===== src/adcseq_pkg.sv =====
// ============================================================
// Shared constants and types of the conversion sequencer
// ============================================================
package adcseq_pkg;

	// ============================================================
	// Register map, one byte per index
	// ============================================================
	localparam int          ADDR_W       = 3;
	localparam logic [2:0]  REG_CONTROL  = 3'h0;    // Channel, go/busy, enable
	localparam logic [2:0]  REG_TIMING   = 3'h1;    // Justify, acquisition, clock
	localparam logic [2:0]  REG_RES_HIGH = 3'h2;    // Result high byte
	localparam logic [2:0]  REG_RES_LOW  = 3'h3;    // Result low byte
	localparam logic [2:0]  REG_FLAG     = 3'h4;    // Conversion done flag

	// Field positions
	localparam int BIT_ENABLE   = 0;
	localparam int BIT_GO       = 1;
	localparam int CHAN_LSB     = 2;
	localparam int CLKSEL_LSB   = 0;
	localparam int ACQ_LSB      = 3;
	localparam int BIT_JUSTIFY  = 7;
	localparam int BIT_DONE     = 0;

	// Reset and start values
	localparam logic [7:0]  RESULT_RST   = 8'h00;
	localparam logic [9:0]  TRIAL_INIT   = 10'h200;   // Mid-scale first guess
	localparam logic [9:0]  TRIAL_RST    = 10'h000;

	// Codes
	localparam logic [3:0]  CHAN_LAST    = 4'hc;      // Highest analog input
	localparam logic [3:0]  CHAN_FIXED   = 4'hf;      // Fixed reference
	localparam logic [1:0]  CLK_RC       = 2'h3;      // Low bits of RC clock code
	localparam logic [2:0]  ACQ_ZERO     = 3'h0;

	// Timing counts
	localparam logic [7:0]  INSTR_CLKS   = 8'h04;     // Clocks per instruction cycle
	localparam logic [7:0]  CONV_LAST    = 8'h0a;     // Eleven periods: 0..10
	localparam logic [7:0]  POST_LAST    = 8'h01;     // Two periods after a conversion
	localparam logic [7:0]  CNT_ZERO     = 8'h00;
	localparam logic [7:0]  CNT_ONE      = 8'h01;

	// Signals towards the sample-and-hold and capacitor array
	typedef struct packed {
		logic        powered;    // Converter biased
		logic        sample;     // Channel tied to holding capacitor
		logic        discharge;  // Capacitor array discharge
		logic        hold;       // Conversion in progress
		logic        fixed_ref;  // Fixed reference routed to the input
		logic [3:0]  channel;    // Selected input
		logic [9:0]  trial;      // Trial code for the comparator
	} adcseq_analog_t;

	// System clock divisor for each clock code
	function automatic logic [6:0] adcseq_tad_div(input logic [2:0] sel);
		case (sel)
			3'h0:    adcseq_tad_div = 7'h02;
			3'h1:    adcseq_tad_div = 7'h08;
			3'h2:    adcseq_tad_div = 7'h20;
			3'h4:    adcseq_tad_div = 7'h04;
			3'h5:    adcseq_tad_div = 7'h10;
			3'h6:    adcseq_tad_div = 7'h40;
			default: adcseq_tad_div = 7'h02;
		endcase
	endfunction : adcseq_tad_div

	// Acquisition length in periods for each code
	function automatic logic [7:0] adcseq_acq_tads(input logic [2:0] sel);
		case (sel)
			3'h1:    adcseq_acq_tads = 8'h02;
			3'h2:    adcseq_acq_tads = 8'h04;
			3'h3:    adcseq_acq_tads = 8'h06;
			3'h4:    adcseq_acq_tads = 8'h08;
			3'h5:    adcseq_acq_tads = 8'h0c;
			3'h6:    adcseq_acq_tads = 8'h10;
			3'h7:    adcseq_acq_tads = 8'h14;
			default: adcseq_acq_tads = 8'h00;
		endcase
	endfunction : adcseq_acq_tads

endpackage : adcseq_pkg


===== src/adcseq_tad_gen.sv =====
`timescale 1ns/1ps
`default_nettype none
// ============================================================
// Period tick generator: system clock divider or RC clock pin
// ============================================================
module adcseq_tad_gen
	import adcseq_pkg::*;
(
	input  wire logic        clock_i,    // System clock
	input  wire logic        rst_i,      // Synchronous reset
	input  wire logic        ce_i,       // Clock enable
	input  wire logic        run_i,      // Count only while high
	input  wire logic [2:0]  clk_sel_i,  // Conversion clock code
	input  wire logic        rc_clk_i,   // Dedicated RC oscillator pin
	output logic             tick_o      // One-cycle period tick
);

	logic        rc_s1_q;     // Synchroniser first stage
	logic        rc_s2_q;     // Synchroniser second stage
	logic        rc_s3_q;     // Edge history
	logic [6:0]  div_q;       // Divider count
	logic [6:0]  div_d;
	logic        tick_d;

	wire         rc_mode  = (clk_sel_i[1:0] == CLK_RC);
	wire         rc_rise  = rc_s2_q & ~rc_s3_q;
	wire  [6:0]  div_last = adcseq_tad_div(clk_sel_i) - 7'h01;
	wire         div_wrap = (div_q == div_last);

	// Next divider state and tick
	always_comb begin
		div_d  = div_q;
		tick_d = 1'b0;
		if (!run_i) begin
			div_d = 7'h00;
		end else if (rc_mode) begin
			tick_d = rc_rise;
		end else if (div_wrap) begin
			div_d  = 7'h00;
			tick_d = 1'b1;
		end else begin
			div_d = div_q + 7'h01;
		end
	end

	// Pin synchroniser, divider and tick register
	always_ff @(posedge clock_i) begin
		if (rst_i) begin
			rc_s1_q <= 1'b0;
			rc_s2_q <= 1'b0;
			rc_s3_q <= 1'b0;
			div_q   <= 7'h00;
			tick_o  <= 1'b0;
		end else if (ce_i) begin
			rc_s1_q <= rc_clk_i;
			rc_s2_q <= rc_s1_q;
			rc_s3_q <= rc_s2_q;
			div_q   <= div_d;
			tick_o  <= tick_d;
		end
	end

endmodule : adcseq_tad_gen
`default_nettype wire


===== src/adcseq_sequencer.sv =====
// The implementer's own choices: the plain strobed port and the register addresses.
`timescale 1ns/1ps
`default_nettype none
// ============================================================
// Conversion sequencer of a 10-bit successive approximation converter
// ============================================================
// Notes on behaviour
// - Converter runs only while enable bit set
// - Go starts now, or after acquisition delay
// - Code 010 samples four periods first
// - Zero delay: start after next instruction
// - Completion clears go, sets flag, loads result
// - Clearing go aborts; result kept intact
// - Reset returns all registers, stops conversion
// - Two periods wait, then channel reconnects
// - Capacitor array discharged after each sample
// - RC clock adds one instruction start delay
// - RC in sleep: wake or power down
// - Other clocks: sleep aborts and powers down
// - Compare trigger sets go, clears timer
// - Channel codes: inputs 0-12, fixed reference
// - Go reads one while converting
// - Enable low holds converter unpowered
// - Acquisition codes: 0,2,4,6,8,12,16,20 periods
// - Clock codes: divided system clock or RC
// - Conversion lasts eleven periods
// - Justify bit picks right or left alignment
module adcseq_sequencer
	import adcseq_pkg::*;
(
	input  wire logic               clock_i,        // System clock, 20 MHz
	input  wire logic               rst_i,          // Synchronous reset
	input  wire logic               ce_i,           // Clock enable
	input  wire logic [ADDR_W-1:0]  addr_i,         // Register index
	input  wire logic [7:0]         wdata_i,        // Write data
	input  wire logic               wr_i,           // Write strobe
	input  wire logic               rd_i,           // Read strobe
	output logic      [7:0]         rdata_o,        // Read data, next cycle
	input  wire logic               sleep_i,        // Core is in sleep
	input  wire logic               irq_enable_i,   // Converter interrupt enabled
	input  wire logic               trigger_i,      // Compare unit two event
	input  wire logic               rc_clk_i,       // RC oscillator pin
	input  wire logic               comp_i,         // Comparator pin
	output adcseq_analog_t          analog_o,       // Controls to the analog side
	output logic                    done_flag_o,    // Conversion done flag
	output logic                    wake_o,         // Wake request pulse
	output logic                    timer_clear_o   // Timer counter clear pulse
);

	// ============================================================
	// State and registers
	// ============================================================
	typedef enum logic [4:0] {
		ST_IDLE = 5'h01,   // Sampling or off
		ST_WAIT = 5'h02,   // Instruction delay before start
		ST_ACQ  = 5'h04,   // Programmed acquisition
		ST_CONV = 5'h08,   // Bit decisions
		ST_POST = 5'h10    // Discharge and wait
	} adcseq_state_t;

	adcseq_state_t   state_q, state_d;     // Sequencer state
	logic [7:0]      cnt_q, cnt_d;         // Clock or period count
	logic            en_q, en_d;           // Converter enable
	logic            go_q, go_d;           // Go / busy
	logic [3:0]      chan_q, chan_d;       // Channel select
	logic            just_q, just_d;       // Result justify
	logic [2:0]      acq_q, acq_d;         // Acquisition select
	logic [2:0]      clk_q, clk_d;         // Conversion clock select
	logic [7:0]      res_hi_q, res_hi_d;   // Result high
	logic [7:0]      res_lo_q, res_lo_d;   // Result low
	logic            flag_q, flag_d;       // Done flag
	logic [9:0]      trial_q, trial_d;     // Approximation register
	logic            off_q, off_d;         // Sleep power down
	logic            comp_s1_q;            // Comparator synchroniser first stage
	logic            comp_s2_q;            // Comparator synchroniser second stage
	adcseq_analog_t  analog_d;             // Next analog controls
	logic            tick;                 // Period tick

	// ============================================================
	// Helper functions
	// ============================================================
	// One successive approximation step at period count c
	function automatic logic [9:0] sar_step(input logic [9:0] t, input logic [7:0] c,
	                                        input logic cmp);
		logic [9:0] r;
		logic [3:0] b;
		r = t;
		b = 4'(CONV_LAST - c);
		r[b] = cmp;
		if (b != 4'h0) begin
			r[b - 4'h1] = 1'b1;
		end
		sar_step = r;
	endfunction : sar_step

	// Result placed as {high, low}
	function automatic logic [15:0] fmt_result(input logic [9:0] r, input logic right);
		fmt_result = right ? {6'h00, r} : {r, 6'h00};
	endfunction : fmt_result

	// ============================================================
	// Decoding
	// ============================================================
	wire wr_ctrl   = wr_i && (addr_i == REG_CONTROL);
	wire wr_timing = wr_i && (addr_i == REG_TIMING);
	wire wr_hi     = wr_i && (addr_i == REG_RES_HIGH);
	wire wr_lo     = wr_i && (addr_i == REG_RES_LOW);
	wire wr_flag   = wr_i && (addr_i == REG_FLAG);
	wire rc_mode   = (clk_q[1:0] == CLK_RC);
	wire acq_zero  = (acq_q == ACQ_ZERO);
	wire active    = (state_q == ST_WAIT) || (state_q == ST_ACQ) || (state_q == ST_CONV);
	// Go only counts when the converter was already enabled
	wire go_write1 = wr_ctrl && wdata_i[BIT_GO] && en_q;
	wire go_write0 = wr_ctrl && !wdata_i[BIT_GO];
	wire trig_set  = trigger_i && en_q;
	wire complete  = (state_q == ST_CONV) && go_q && en_q && tick && (cnt_q == CONV_LAST);
	wire sl_abort  = sleep_i && !rc_mode && active;
	wire [7:0] acq_last   = adcseq_acq_tads(acq_q) - CNT_ONE;
	// Start delay: one instruction for zero acquisition, one more for RC
	wire [7:0] start_clks = (acq_zero ? INSTR_CLKS : CNT_ZERO)
	                      + (rc_mode ? INSTR_CLKS : CNT_ZERO);
	wire [9:0]  trial_nx  = sar_step(trial_q, cnt_q, comp_s2_q);
	wire [15:0] res_fmt   = fmt_result(trial_nx, just_q);
	wire chan_ok   = (chan_q <= CHAN_LAST) || (chan_q == CHAN_FIXED);
	wire tad_run   = (state_q == ST_ACQ) || (state_q == ST_CONV) || (state_q == ST_POST);

	// Read multiplexer; unmapped indices read zero
	wire [7:0] rd_mux =
		(addr_i == REG_CONTROL)  ? {2'h0, chan_q, go_q, en_q} :
		(addr_i == REG_TIMING)   ? {just_q, 1'b0, acq_q, clk_q} :
		(addr_i == REG_RES_HIGH) ? res_hi_q :
		(addr_i == REG_RES_LOW)  ? res_lo_q :
		(addr_i == REG_FLAG)     ? {7'h00, flag_q} : 8'h00;

	// ============================================================
	// Period tick generator
	// ============================================================
	adcseq_tad_gen u_tad (
		.clock_i   (clock_i),
		.rst_i     (rst_i),
		.ce_i      (ce_i),
		.run_i     (tad_run),
		.clk_sel_i (clk_q),
		.rc_clk_i  (rc_clk_i),
		.tick_o    (tick)
	);

	// ============================================================
	// Register updates
	// ============================================================
	always_comb begin
		en_d   = wr_ctrl ? wdata_i[BIT_ENABLE] : en_q;
		chan_d = wr_ctrl ? wdata_i[CHAN_LSB +: 4] : chan_q;
		just_d = wr_timing ? wdata_i[BIT_JUSTIFY] : just_q;
		acq_d  = wr_timing ? wdata_i[ACQ_LSB +: 3] : acq_q;
		clk_d  = wr_timing ? wdata_i[CLKSEL_LSB +: 3] : clk_q;
		// Hardware set of go wins over any clear in the same cycle
		if (go_write1 || trig_set) begin
			go_d = 1'b1;
		end else if (complete || go_write0 || sl_abort || !en_q) begin
			go_d = 1'b0;
		end else begin
			go_d = go_q;
		end
		// Completion loads both result bytes; abort leaves them alone
		if (complete) begin
			res_hi_d = res_fmt[15:8];
			res_lo_d = res_fmt[7:0];
		end else begin
			res_hi_d = wr_hi ? wdata_i : res_hi_q;
			res_lo_d = wr_lo ? wdata_i : res_lo_q;
		end
		// Done flag: set wins over a software clear
		flag_d = complete || (flag_q && !(wr_flag && !wdata_i[BIT_DONE]));
		// Sleep power down, left set until sleep ends
		off_d  = sleep_i && (off_q || !rc_mode || (complete && !irq_enable_i));
	end

	// ============================================================
	// Sequencer
	// ============================================================
	always_comb begin
		state_d = state_q;
		cnt_d   = cnt_q;
		trial_d = trial_q;
		unique case (state_q)
			ST_IDLE: begin
				if (en_q && go_q) begin
					cnt_d = CNT_ZERO;
					if (start_clks != CNT_ZERO) begin
						state_d = ST_WAIT;
						cnt_d   = start_clks - CNT_ONE;
					end else begin
						state_d = ST_ACQ;
					end
				end
			end
			ST_WAIT: begin
				if (!go_q) begin
					state_d = ST_POST;
					cnt_d   = CNT_ZERO;
				end else if (cnt_q == CNT_ZERO) begin
					state_d = acq_zero ? ST_CONV : ST_ACQ;
					trial_d = TRIAL_INIT;
				end else begin
					cnt_d = cnt_q - CNT_ONE;
				end
			end
			ST_ACQ: begin
				if (!go_q) begin
					state_d = ST_POST;
					cnt_d   = CNT_ZERO;
				end else if (tick && cnt_q == acq_last) begin
					state_d = ST_CONV;
					cnt_d   = CNT_ZERO;
					trial_d = TRIAL_INIT;
				end else if (tick) begin
					cnt_d = cnt_q + CNT_ONE;
				end
			end
			ST_CONV: begin
				if (!go_q) begin
					state_d = ST_POST;
					cnt_d   = CNT_ZERO;
				end else if (complete) begin
					state_d = ST_POST;
					cnt_d   = CNT_ZERO;
					trial_d = trial_nx;
				end else if (tick) begin
					cnt_d = cnt_q + CNT_ONE;
					// Period 0 holds the sample, then one bit per period
					if (cnt_q != CNT_ZERO) begin
						trial_d = trial_nx;
					end
				end
			end
			ST_POST: begin
				if (tick && cnt_q == POST_LAST) begin
					state_d = ST_IDLE;
					cnt_d   = CNT_ZERO;
				end else if (tick) begin
					cnt_d = cnt_q + CNT_ONE;
				end
			end
			default: begin
				state_d = ST_IDLE;
				cnt_d   = CNT_ZERO;
			end
		endcase
		// Disabled converter stays idle
		if (!en_q) begin
			state_d = ST_IDLE;
			cnt_d   = CNT_ZERO;
		end
	end

	// Analog controls
	always_comb begin
		analog_d.powered   = en_q && !off_q;
		analog_d.sample    = analog_d.powered && chan_ok &&
		                     (state_q == ST_IDLE || state_q == ST_WAIT || state_q == ST_ACQ);
		analog_d.discharge = analog_d.powered && (state_q == ST_POST);
		analog_d.hold      = analog_d.powered && (state_q == ST_CONV);
		analog_d.fixed_ref = (chan_q == CHAN_FIXED);
		analog_d.channel   = chan_q;
		analog_d.trial     = trial_q;
	end

	// ============================================================
	// Flip-flops
	// ============================================================
	always_ff @(posedge clock_i) begin
		if (rst_i) begin
			state_q   <= ST_IDLE;
			cnt_q     <= CNT_ZERO;
			en_q      <= 1'b0;
			go_q      <= 1'b0;
			chan_q    <= 4'h0;
			just_q    <= 1'b0;
			acq_q     <= ACQ_ZERO;
			clk_q     <= 3'h0;
			res_hi_q  <= RESULT_RST;
			res_lo_q  <= RESULT_RST;
			flag_q    <= 1'b0;
			trial_q   <= TRIAL_RST;
			off_q     <= 1'b0;
			comp_s1_q <= 1'b0;
			comp_s2_q <= 1'b0;
		end else if (ce_i) begin
			state_q   <= state_d;
			cnt_q     <= cnt_d;
			en_q      <= en_d;
			go_q      <= go_d;
			chan_q    <= chan_d;
			just_q    <= just_d;
			acq_q     <= acq_d;
			clk_q     <= clk_d;
			res_hi_q  <= res_hi_d;
			res_lo_q  <= res_lo_d;
			flag_q    <= flag_d;
			trial_q   <= trial_d;
			off_q     <= off_d;
			comp_s1_q <= comp_i;
			comp_s2_q <= comp_s1_q;
		end
	end

	// Output registers
	always_ff @(posedge clock_i) begin
		if (rst_i) begin
			rdata_o       <= 8'h00;
			analog_o      <= '0;
			done_flag_o   <= 1'b0;
			wake_o        <= 1'b0;
			timer_clear_o <= 1'b0;
		end else if (ce_i) begin
			rdata_o       <= rd_i ? rd_mux : 8'h00;
			analog_o      <= analog_d;
			done_flag_o   <= flag_d;
			wake_o        <= complete && sleep_i && irq_enable_i;
			timer_clear_o <= trigger_i;
		end
	end

	// ============================================================
	// Assertions
	// ============================================================
	a_done_clears_go: assert property (@(posedge clock_i) disable iff (rst_i)
		ce_i && complete && !go_write1 && !trig_set |=> !go_q && flag_q)
		else $error("completion did not clear go or set flag");

	a_abort_keeps_res: assert property (@(posedge clock_i) disable iff (rst_i)
		ce_i && active && !go_q && !wr_hi && !wr_lo |=> $stable(res_hi_q) && $stable(res_lo_q))
		else $error("abort changed result");

	a_off_unpowered: assert property (@(posedge clock_i) disable iff (rst_i)
		ce_i && !en_q |=> !analog_o.powered && state_q == ST_IDLE)
		else $error("disabled converter powered");

	a_post_two_tad: assert property (@(posedge clock_i) disable iff (rst_i)
		ce_i && en_q && state_q == ST_POST && tick && cnt_q == POST_LAST |=> state_q == ST_IDLE)
		else $error("post wait length wrong");

	a_conv_eleven: assert property (@(posedge clock_i) disable iff (rst_i)
		ce_i && state_q == ST_CONV && go_q && en_q && tick && cnt_q == CONV_LAST
		|=> state_q == ST_POST)
		else $error("conversion length wrong");

	a_zero_acq_wait: assert property (@(posedge clock_i) disable iff (rst_i)
		ce_i && en_q && go_q && state_q == ST_IDLE && acq_zero |=> state_q == ST_WAIT)
		else $error("zero delay start not deferred");

	a_trig_sets_go: assert property (@(posedge clock_i) disable iff (rst_i)
		ce_i && trigger_i && en_q |=> go_q && timer_clear_o)
		else $error("trigger missed");

	a_sleep_abort: assert property (@(posedge clock_i) disable iff (rst_i)
		ce_i && sl_abort && !go_write1 && !trig_set |=> !go_q ##1 !analog_o.powered)
		else $error("sleep did not abort");

	a_discharge_post: assert property (@(posedge clock_i) disable iff (rst_i)
		ce_i && state_q == ST_POST && en_q && !off_q |=> analog_o.discharge && !analog_o.sample)
		else $error("no discharge after sample");

endmodule : adcseq_sequencer
`default_nettype wire


===== config.mk =====
export PLATFORM = sky130hd
export DESIGN_NAME = adcseq_sequencer
export DESIGN_NICKNAME = d
export VERILOG_FILES = /design/src/adcseq_pkg.sv /design/src/adcseq_tad_gen.sv /design/src/adcseq_sequencer.sv
export SDC_FILE = /design/constraint.sdc
export NUM_CORES = 1
export LEC_CHECK = 0
export BUFFER_PORTS_ARGS = -buffer_cell sky130_fd_sc_hd__buf_2
export CORE_ASPECT_RATIO = 1.25
export CORE_MARGIN = 3
export CORE_UTILIZATION = 30
export CTS_BUF_LIST = sky130_fd_sc_hd__clkbuf_8
export CTS_CLUSTER_SIZE = 28
export DETAILED_ROUTE_END_ITERATION = 6
export GPL_TIMING_DRIVEN = 0
export SYNTH_ARGS = -nofsm -noshare
export SYNTH_HDL_FRONTEND = slang
export SYNTH_SLANG_ARGS = --single-unit

===== constraint.sdc =====
create_clock -name clock_i -period 3.35 [get_ports clock_i]
set_input_delay 0.67 -clock clock_i [delete_from_list [all_inputs] [get_ports clock_i]]
set_output_delay 0.67 -clock clock_i [all_outputs]
set_load 0.05 [all_outputs]

==> impl_metrics.json, run 1 <==
{
  "fin_crit_ns": 3.08,
  "fin_setup_tns_ns": 0,
  "ir_drop_mv": 0.198,
  "antenna_found_initial": 0,
  "synthTopCellsByArea": "dfxtp_1 32%, mux2i_1 8.6%, nor2_1 5.9%",
  "core-area_sq_um": 19600,
  "yosys_most_used_dff": "dfxtp_1",
  "grt_pass1_vias": 5573,
  "post-route-period-util_pct": 91.8,
  "maxCapViolations": 0,
  "slew_viol_final": 0,
  "p_sw_share_pct": 28.2,
  "io_pins": 51,
  "place.gp.congestion": 0.897,
  "wl_per_cell_um": 18.3,
  "synth_top_area_cell": "dfxtp_1",
  "die_w_um": 133,
  "worstPathRequired_ns": 3.68,
  "synth_cells": 734,
  "die_area_sq_um": 21900,
  "p_int_mw": 1.57,
  "synthMuxAreaShare_pct": 9.91,
  "cts_resized": 0,
  "worst_ep_arrival_time_ns": 3.41,
  "clock-sinks": 96,
  "cts_made_buffers": 9,
  "net-switching-power_uw": 618,
  "leakage_nw": 2.57,
  "netlist_area_sq_um": 6050,
  "antenna_cells": 0,
  "stdcell_count": 1063,
  "critical_path.endpoint_type": "flop",
  "final_util_pct": 34.9,
  "clockPowerShare_pct": 39.6,
  "clockBufferDepth": 2,
  "hold_depth": 2,
  "ys_ff_latch": 96,
  "viasPerCell": 5.58,
  "drtAntennaViolNets": 0,
  "status": "finished clean",
  "p_per_area_nw_per_um2": 320,
  "synth_top_area_share_pct": 31.8,
  "cp-startpoint": "cnt_q[0]",
  "setup_viol": 0,
  "worstMarginPinSlew_ns": 1.04,
  "place_area_sq_um": 6620,
  "synth_seq_area_share_pct": 31.8,
  "cts-root-buf": "clkbuf_8",
  "clock_latency_ns": 0.40,
  "postSynth.asyncResetShare_pct": 0,
  "drive_gt1_share_pct": 14.7,
  "track_usage_pct": 17.6,
  "start_kind": "flop",
  "synth-compound-area-share_pct": 23.6,
  "hold_buffers": 0,
  "hold_viol_final": 0,
  "min_from": "analog_o[15]",
  "num_vias": 5931,
  "critical_path.cell_chain": "buf_2, inv_1, ha_1, nand2b_1, a311o_1, a221o_1, o221ai_2, a221oi_1, nor3_1",
  "port_buffers": 48,
  "p_total_mw": 2.19,
  "comb_power_share_pct": 7.5,
  "cp_slowest_stage_delay_ns": 0.50,
  "syn_nets": 763,
  "die_y_um": 165,
  "r2r-end": "res_hi_q[2]",
  "crit_slowest_cell": "dfxtp_1",
  "grt_pass1_wl_um": 31000,
  "route.detailed.drc": 0,
  "stdcell_area_sq_um": 6840,
  "ff2ff_path_depth": 9,
  "seq_power_share_pct": 53.0,
  "final_common_cell": "dfxtp_1",
  "ys_warn_count": 0,
  "dp_slack_ns": 0.302,
  "worst-path-buf-inv": 2,
  "start_util_pct": 30.8,
  "fmax_mhz": 325,
  "synthAdderAreaFrac_pct": 1.65,
  "hold_end": "analog_o[15]",
  "rsz0062_at_grt": "false",
  "critPathMaxFanout": 10,
  "hold_class": "flop to flop",
  "clock-skew-final_ns": 0.0113,
  "synth_top_family_by_area": "simple AND/OR/NAND/NOR gates",
  "grt.overflow.total": 0,
  "area_growth_pct": 13.1,
  "yosys.area_share.simple_pct": 24.6,
  "crit_type": "flop to flop",
  "rrSetupSlack_ns": 0.27,
  "nets": 822,
  "place_inst": 1047,
  "grt_max_degree": 20,
  "clk_pin_slew_worst_paths_ns": 0.11,
  "rows": 57,
  "hold_slack_ns": 0.473,
  "routed_wl_um": 19500,
  "worstReg2RegStart": "cnt_q[0]",
  "postCtsSetupBuffers": 0,
  "layout_common_cells": "96 x dfxtp_1, 95 x nor2_1, 60 x buf_2, 52 x mux2i_1, 51 x nand2_1",
  "drt_iter0_markers": 394,
  "fill_cells": 2052,
  "slew_headroom_pct": 30.7,
  "synth_cell_types": 94,
  "synth_edf_count": 0,
  "critical-path-top-delay-family": "compound AO/OA/AOI/OAI gates",
  "drt-pass1-iter-count": 5,
  "syn_area_per_cell_sq_um": 8.24,
  "synth-xor-area-share_pct": 2.17,
  "htreeDepth": 3,
  "fin_ws_ns": 0.274,
  "dpl.hpwl_um": 14600,
  "tritoncts": "yes"
}
-- state kept, by name, summed over array words and instances (netlist names), 3 cells and up --
name / cells
cnt_q: 8
analog_o: 19
trial_q: 10
u_tad.div_q: 7
acq_q: 3
rdata_o: 8
res_lo_q: 8
res_hi_q: 8
clk_q: 3
chan_q: 4
state_q: 5
-- tightest hold or removal path, cell delays in order (launching register included) --
cell	delay [ns]
dfxtp_1	0.33
nand2_1	0.06
a21oi_1	0.05
-- Yosys cell counts, drive strengths merged, types with 16 or more instances --
library cell   n
nand3         23
dfxtp         96
clkbuf        28
inv           26
buf           27
o21ai         24
nor3          25
nand2         52
a21oi         35
nor2          96
mux2i         52
nand2b        22
o211ai        16
-- cell type report --
class	instances	area, sq um	share of cell area, %
multi-input combinational	557	3740	54.7
sequential	96	1920	28.1
tap	265	332	4.85
clock buffer	9	124	1.81
timing repair buffer	48	240	3.51
clock inverter	7	95.1	1.39
buffer	55	288	4.21
inverter	26	97.6	1.43
-- layer usage --
metal  vias to the layer above  global-route usage (%)  share of wire [%]
met2                       197                    30.4                 49
met3                        34                    2.04                4.7
met4                         0                    6.76                2.5
met5                         -                       0                  0
li1                       2834                       -                  -
met1                      2866                    22.5                 43
-- worst max path at each step --
stage,slack [ns],depth (start not counted),to
2_1_floorplan,0.81,9,res_hi_q[6]
3_3_place_gp,0.29,9,res_hi_q[2]
3_5_place_dp,0.30,9,res_hi_q[2]
4_1_cts,0.28,9,res_hi_q[2]
5_1_grt,0.04,9,res_hi_q[2]
6_report,0.27,9,res_hi_q[2]
-- power groups by stage --
stage | logic, mW | registers (mW) | clock network (mW)
CTS | 0.162 | 1.16 | 0.881
detailed placement | 0.162 | 1.19 | 0
floorplan | 0.0913 | 1.19 | 0
finish | 0.163 | 1.16 | 0.867
global placement | 0.162 | 1.19 | 0
global route | 0.176 | 1.16 | 0.926
-- logic make-up after synthesis --
group                      Yosys count
adders and majority gates            8
muxes                               57
AOI/OAI and AO/OA                  186
DFF                                 96
buffers and inverters               81
xor gates and xnor gates            15
and+or+nand+nor                    291
Power figures use the tool's default switching activity.
==> run 2: changes to the inputs <==
- PLACE_DENSITY: not set -> 0.46
==> run 2 against run 1 <==
Final cell count did not move. Largest power group unchanged. Non-clock buffer count is the same. Critical endpoint unchanged. Sequential share of layout area is essentially flat.
==> impl_metrics.json, run 2 (synthesis gave the netlist of run 1 again) <==
{
  "p_per_area_nw_per_um2": 323,
  "start_kind": "flop",
  "core-area_sq_um": 19600,
  "clockBufferDepth": 2,
  "clk_pin_slew_worst_paths_ns": 0.11,
  "die_y_um": 165,
  "clock-sinks": 96,
  "dpl.hpwl_um": 16100,
  "p_sw_share_pct": 28.8,
  "cts-root-buf": "clkbuf_8",
  "num_vias": 5851,
  "crit_type": "flop to flop",
  "die_area_sq_um": 21900,
  "worstPathRequired_ns": 3.66,
  "track_usage_pct": 18.9,
  "tritoncts": "yes",
  "fmax_mhz": 326,
  "slew_headroom_pct": 40.0,
  "setup_viol": 0,
  "port_buffers": 48,
  "rsz0062_at_grt": "false",
  "final_common_cell": "dfxtp_1",
  "routed_wl_um": 21000,
  "hold_buffers": 0,
  "clock_latency_ns": 0.39,
  "min_from": "analog_o[16]",
  "nets": 822,
  "cts_made_buffers": 9,
  "rrSetupSlack_ns": 0.28,
  "ir_drop_mv": 0.177,
  "worstReg2RegStart": "cnt_q[0]",
  "antenna_found_initial": 0,
  "grt_pass1_vias": 5752,
  "drtAntennaViolNets": 0,
  "clockPowerShare_pct": 40.2,
  "drt_iter0_markers": 325,
  "postCtsSetupBuffers": 0,
  "grt_max_degree": 20,
  "place.gp.congestion": 0.884,
  "critical_path.endpoint_type": "flop",
  "viasPerCell": 5.50,
  "p_int_mw": 1.57,
  "die_w_um": 133,
  "net-switching-power_uw": 638,
  "post-route-period-util_pct": 91.7,
  "slew_viol_final": 0,
  "hold_viol_final": 0,
  "drt-pass1-iter-count": 5,
  "drive_gt1_share_pct": 14.7,
  "regMostFlops": "analog_o",
  "worst_ep_arrival_time_ns": 3.39,
  "clock-skew-final_ns": 0.0166,
  "critPathMaxFanout": 10,
  "io_pins": 51,
  "worstMarginPinSlew_ns": 0.901,
  "fin_setup_tns_ns": 0,
  "start_util_pct": 30.8,
  "grt_pass1_wl_um": 32700,
  "fin_crit_ns": 3.07,
  "leakage_nw": 2.57,
  "rows": 57,
  "route.detailed.drc": 0,
  "hold_slack_ns": 0.474,
  "maxCapViolations": 0,
  "area_growth_pct": 13.2,
  "seq_power_share_pct": 52.5,
  "largest_reg_flops": 19,
  "comb_power_share_pct": 7.4,
  "htreeDepth": 3,
  "wl_per_cell_um": 19.7,
  "place_area_sq_um": 6620,
  "cts_resized": 0,
  "layout_common_cells": "96 x dfxtp_1, 95 x nor2_1, 60 x buf_2, 52 x mux2i_1, 51 x nand2_1",
  "hold_class": "flop to flop",
  "antenna_cells": 0,
  "largestRegisters": "analog_o: 19 flops, trial_q: 10 flops",
  "status": "finished clean",
  "grt.overflow.total": 0,
  "cp-startpoint": "cnt_q[0]",
  "stdcell_area_sq_um": 6840
}
[run 2: changes by cell type in the layout (fill, tap and decap cells not counted)]
| cell | before | now |
|---|---|---|
| clkinv_8 | 1 | 2 |
| inv_8 | 2 | 1 |
[run 2: final timing paths]
kind,end,cells past startpoint
worst max register to register,res_hi_q[2],9
worst min-delay path,analog_o[16],2
worst max-delay path,res_hi_q[2],9
worst min register to register,analog_o[16],2
[run 2: through the flow]
stage          total power [mW]  setup slack [ns]  utilization (%)  instances
2_1_floorplan              1.28             0.808                -        734
3_3_place_gp               1.35             0.340             33.8       1047
3_5_place_dp               1.35             0.335             33.8       1047
4_1_cts                    2.23             0.317             34.9       1063
5_1_grt                    2.28             0.112             34.9       1063
6_report                   2.21             0.279             34.9       1063
[run 2: worst max-delay path: stages, from the launching register on]
cell and delay [ns]:
dfxtp_1 0.51, buf_2 0.28, inv_1 0.16, ha_1 0.38
nand2b_1 0.20, a311o_1 0.41, a221o_1 0.43, o221ai_2 0.29
a221oi_1 0.13, nor3_1 0.20
[run 2: cell type report]
type,instances,area (sq um)
Fill cell,2082,12800
Timing Repair Buffer,48,240
Clock inverter,7,100
Inverter,26,97.6
Buffer,55,288
Clock buffer,9,124
Tap cell,265,332
Multi-Input combinational cell,557,3740
Sequential cell,96,1920
[run 2: power by group through the flow]
stage / Clock [mW] / Sequential (mW) / Combinational [mW]
after floorplan: 0 / 1.19 / 0.0913
after global placement: 0 / 1.19 / 0.162
after detailed placement: 0 / 1.19 / 0.164
after CTS: 0.904 / 1.16 / 0.164
after global routing: 0.945 / 1.16 / 0.176
final: 0.889 / 1.16 / 0.163
[run 2: metal layers]
| metal | GRT usage (%) | vias to the layer above | share of wire, % |
|---|---|---|---|
| li1 | - | 2824 | - |
| met1 | 23.3 | 2837 | 44 |
| met2 | 33.5 | 150 | 49 |
| met3 | 2.41 | 40 | 3.6 |
| met4 | 7.80 | 0 | 3.3 |
| met5 | 0 | - | 0 |
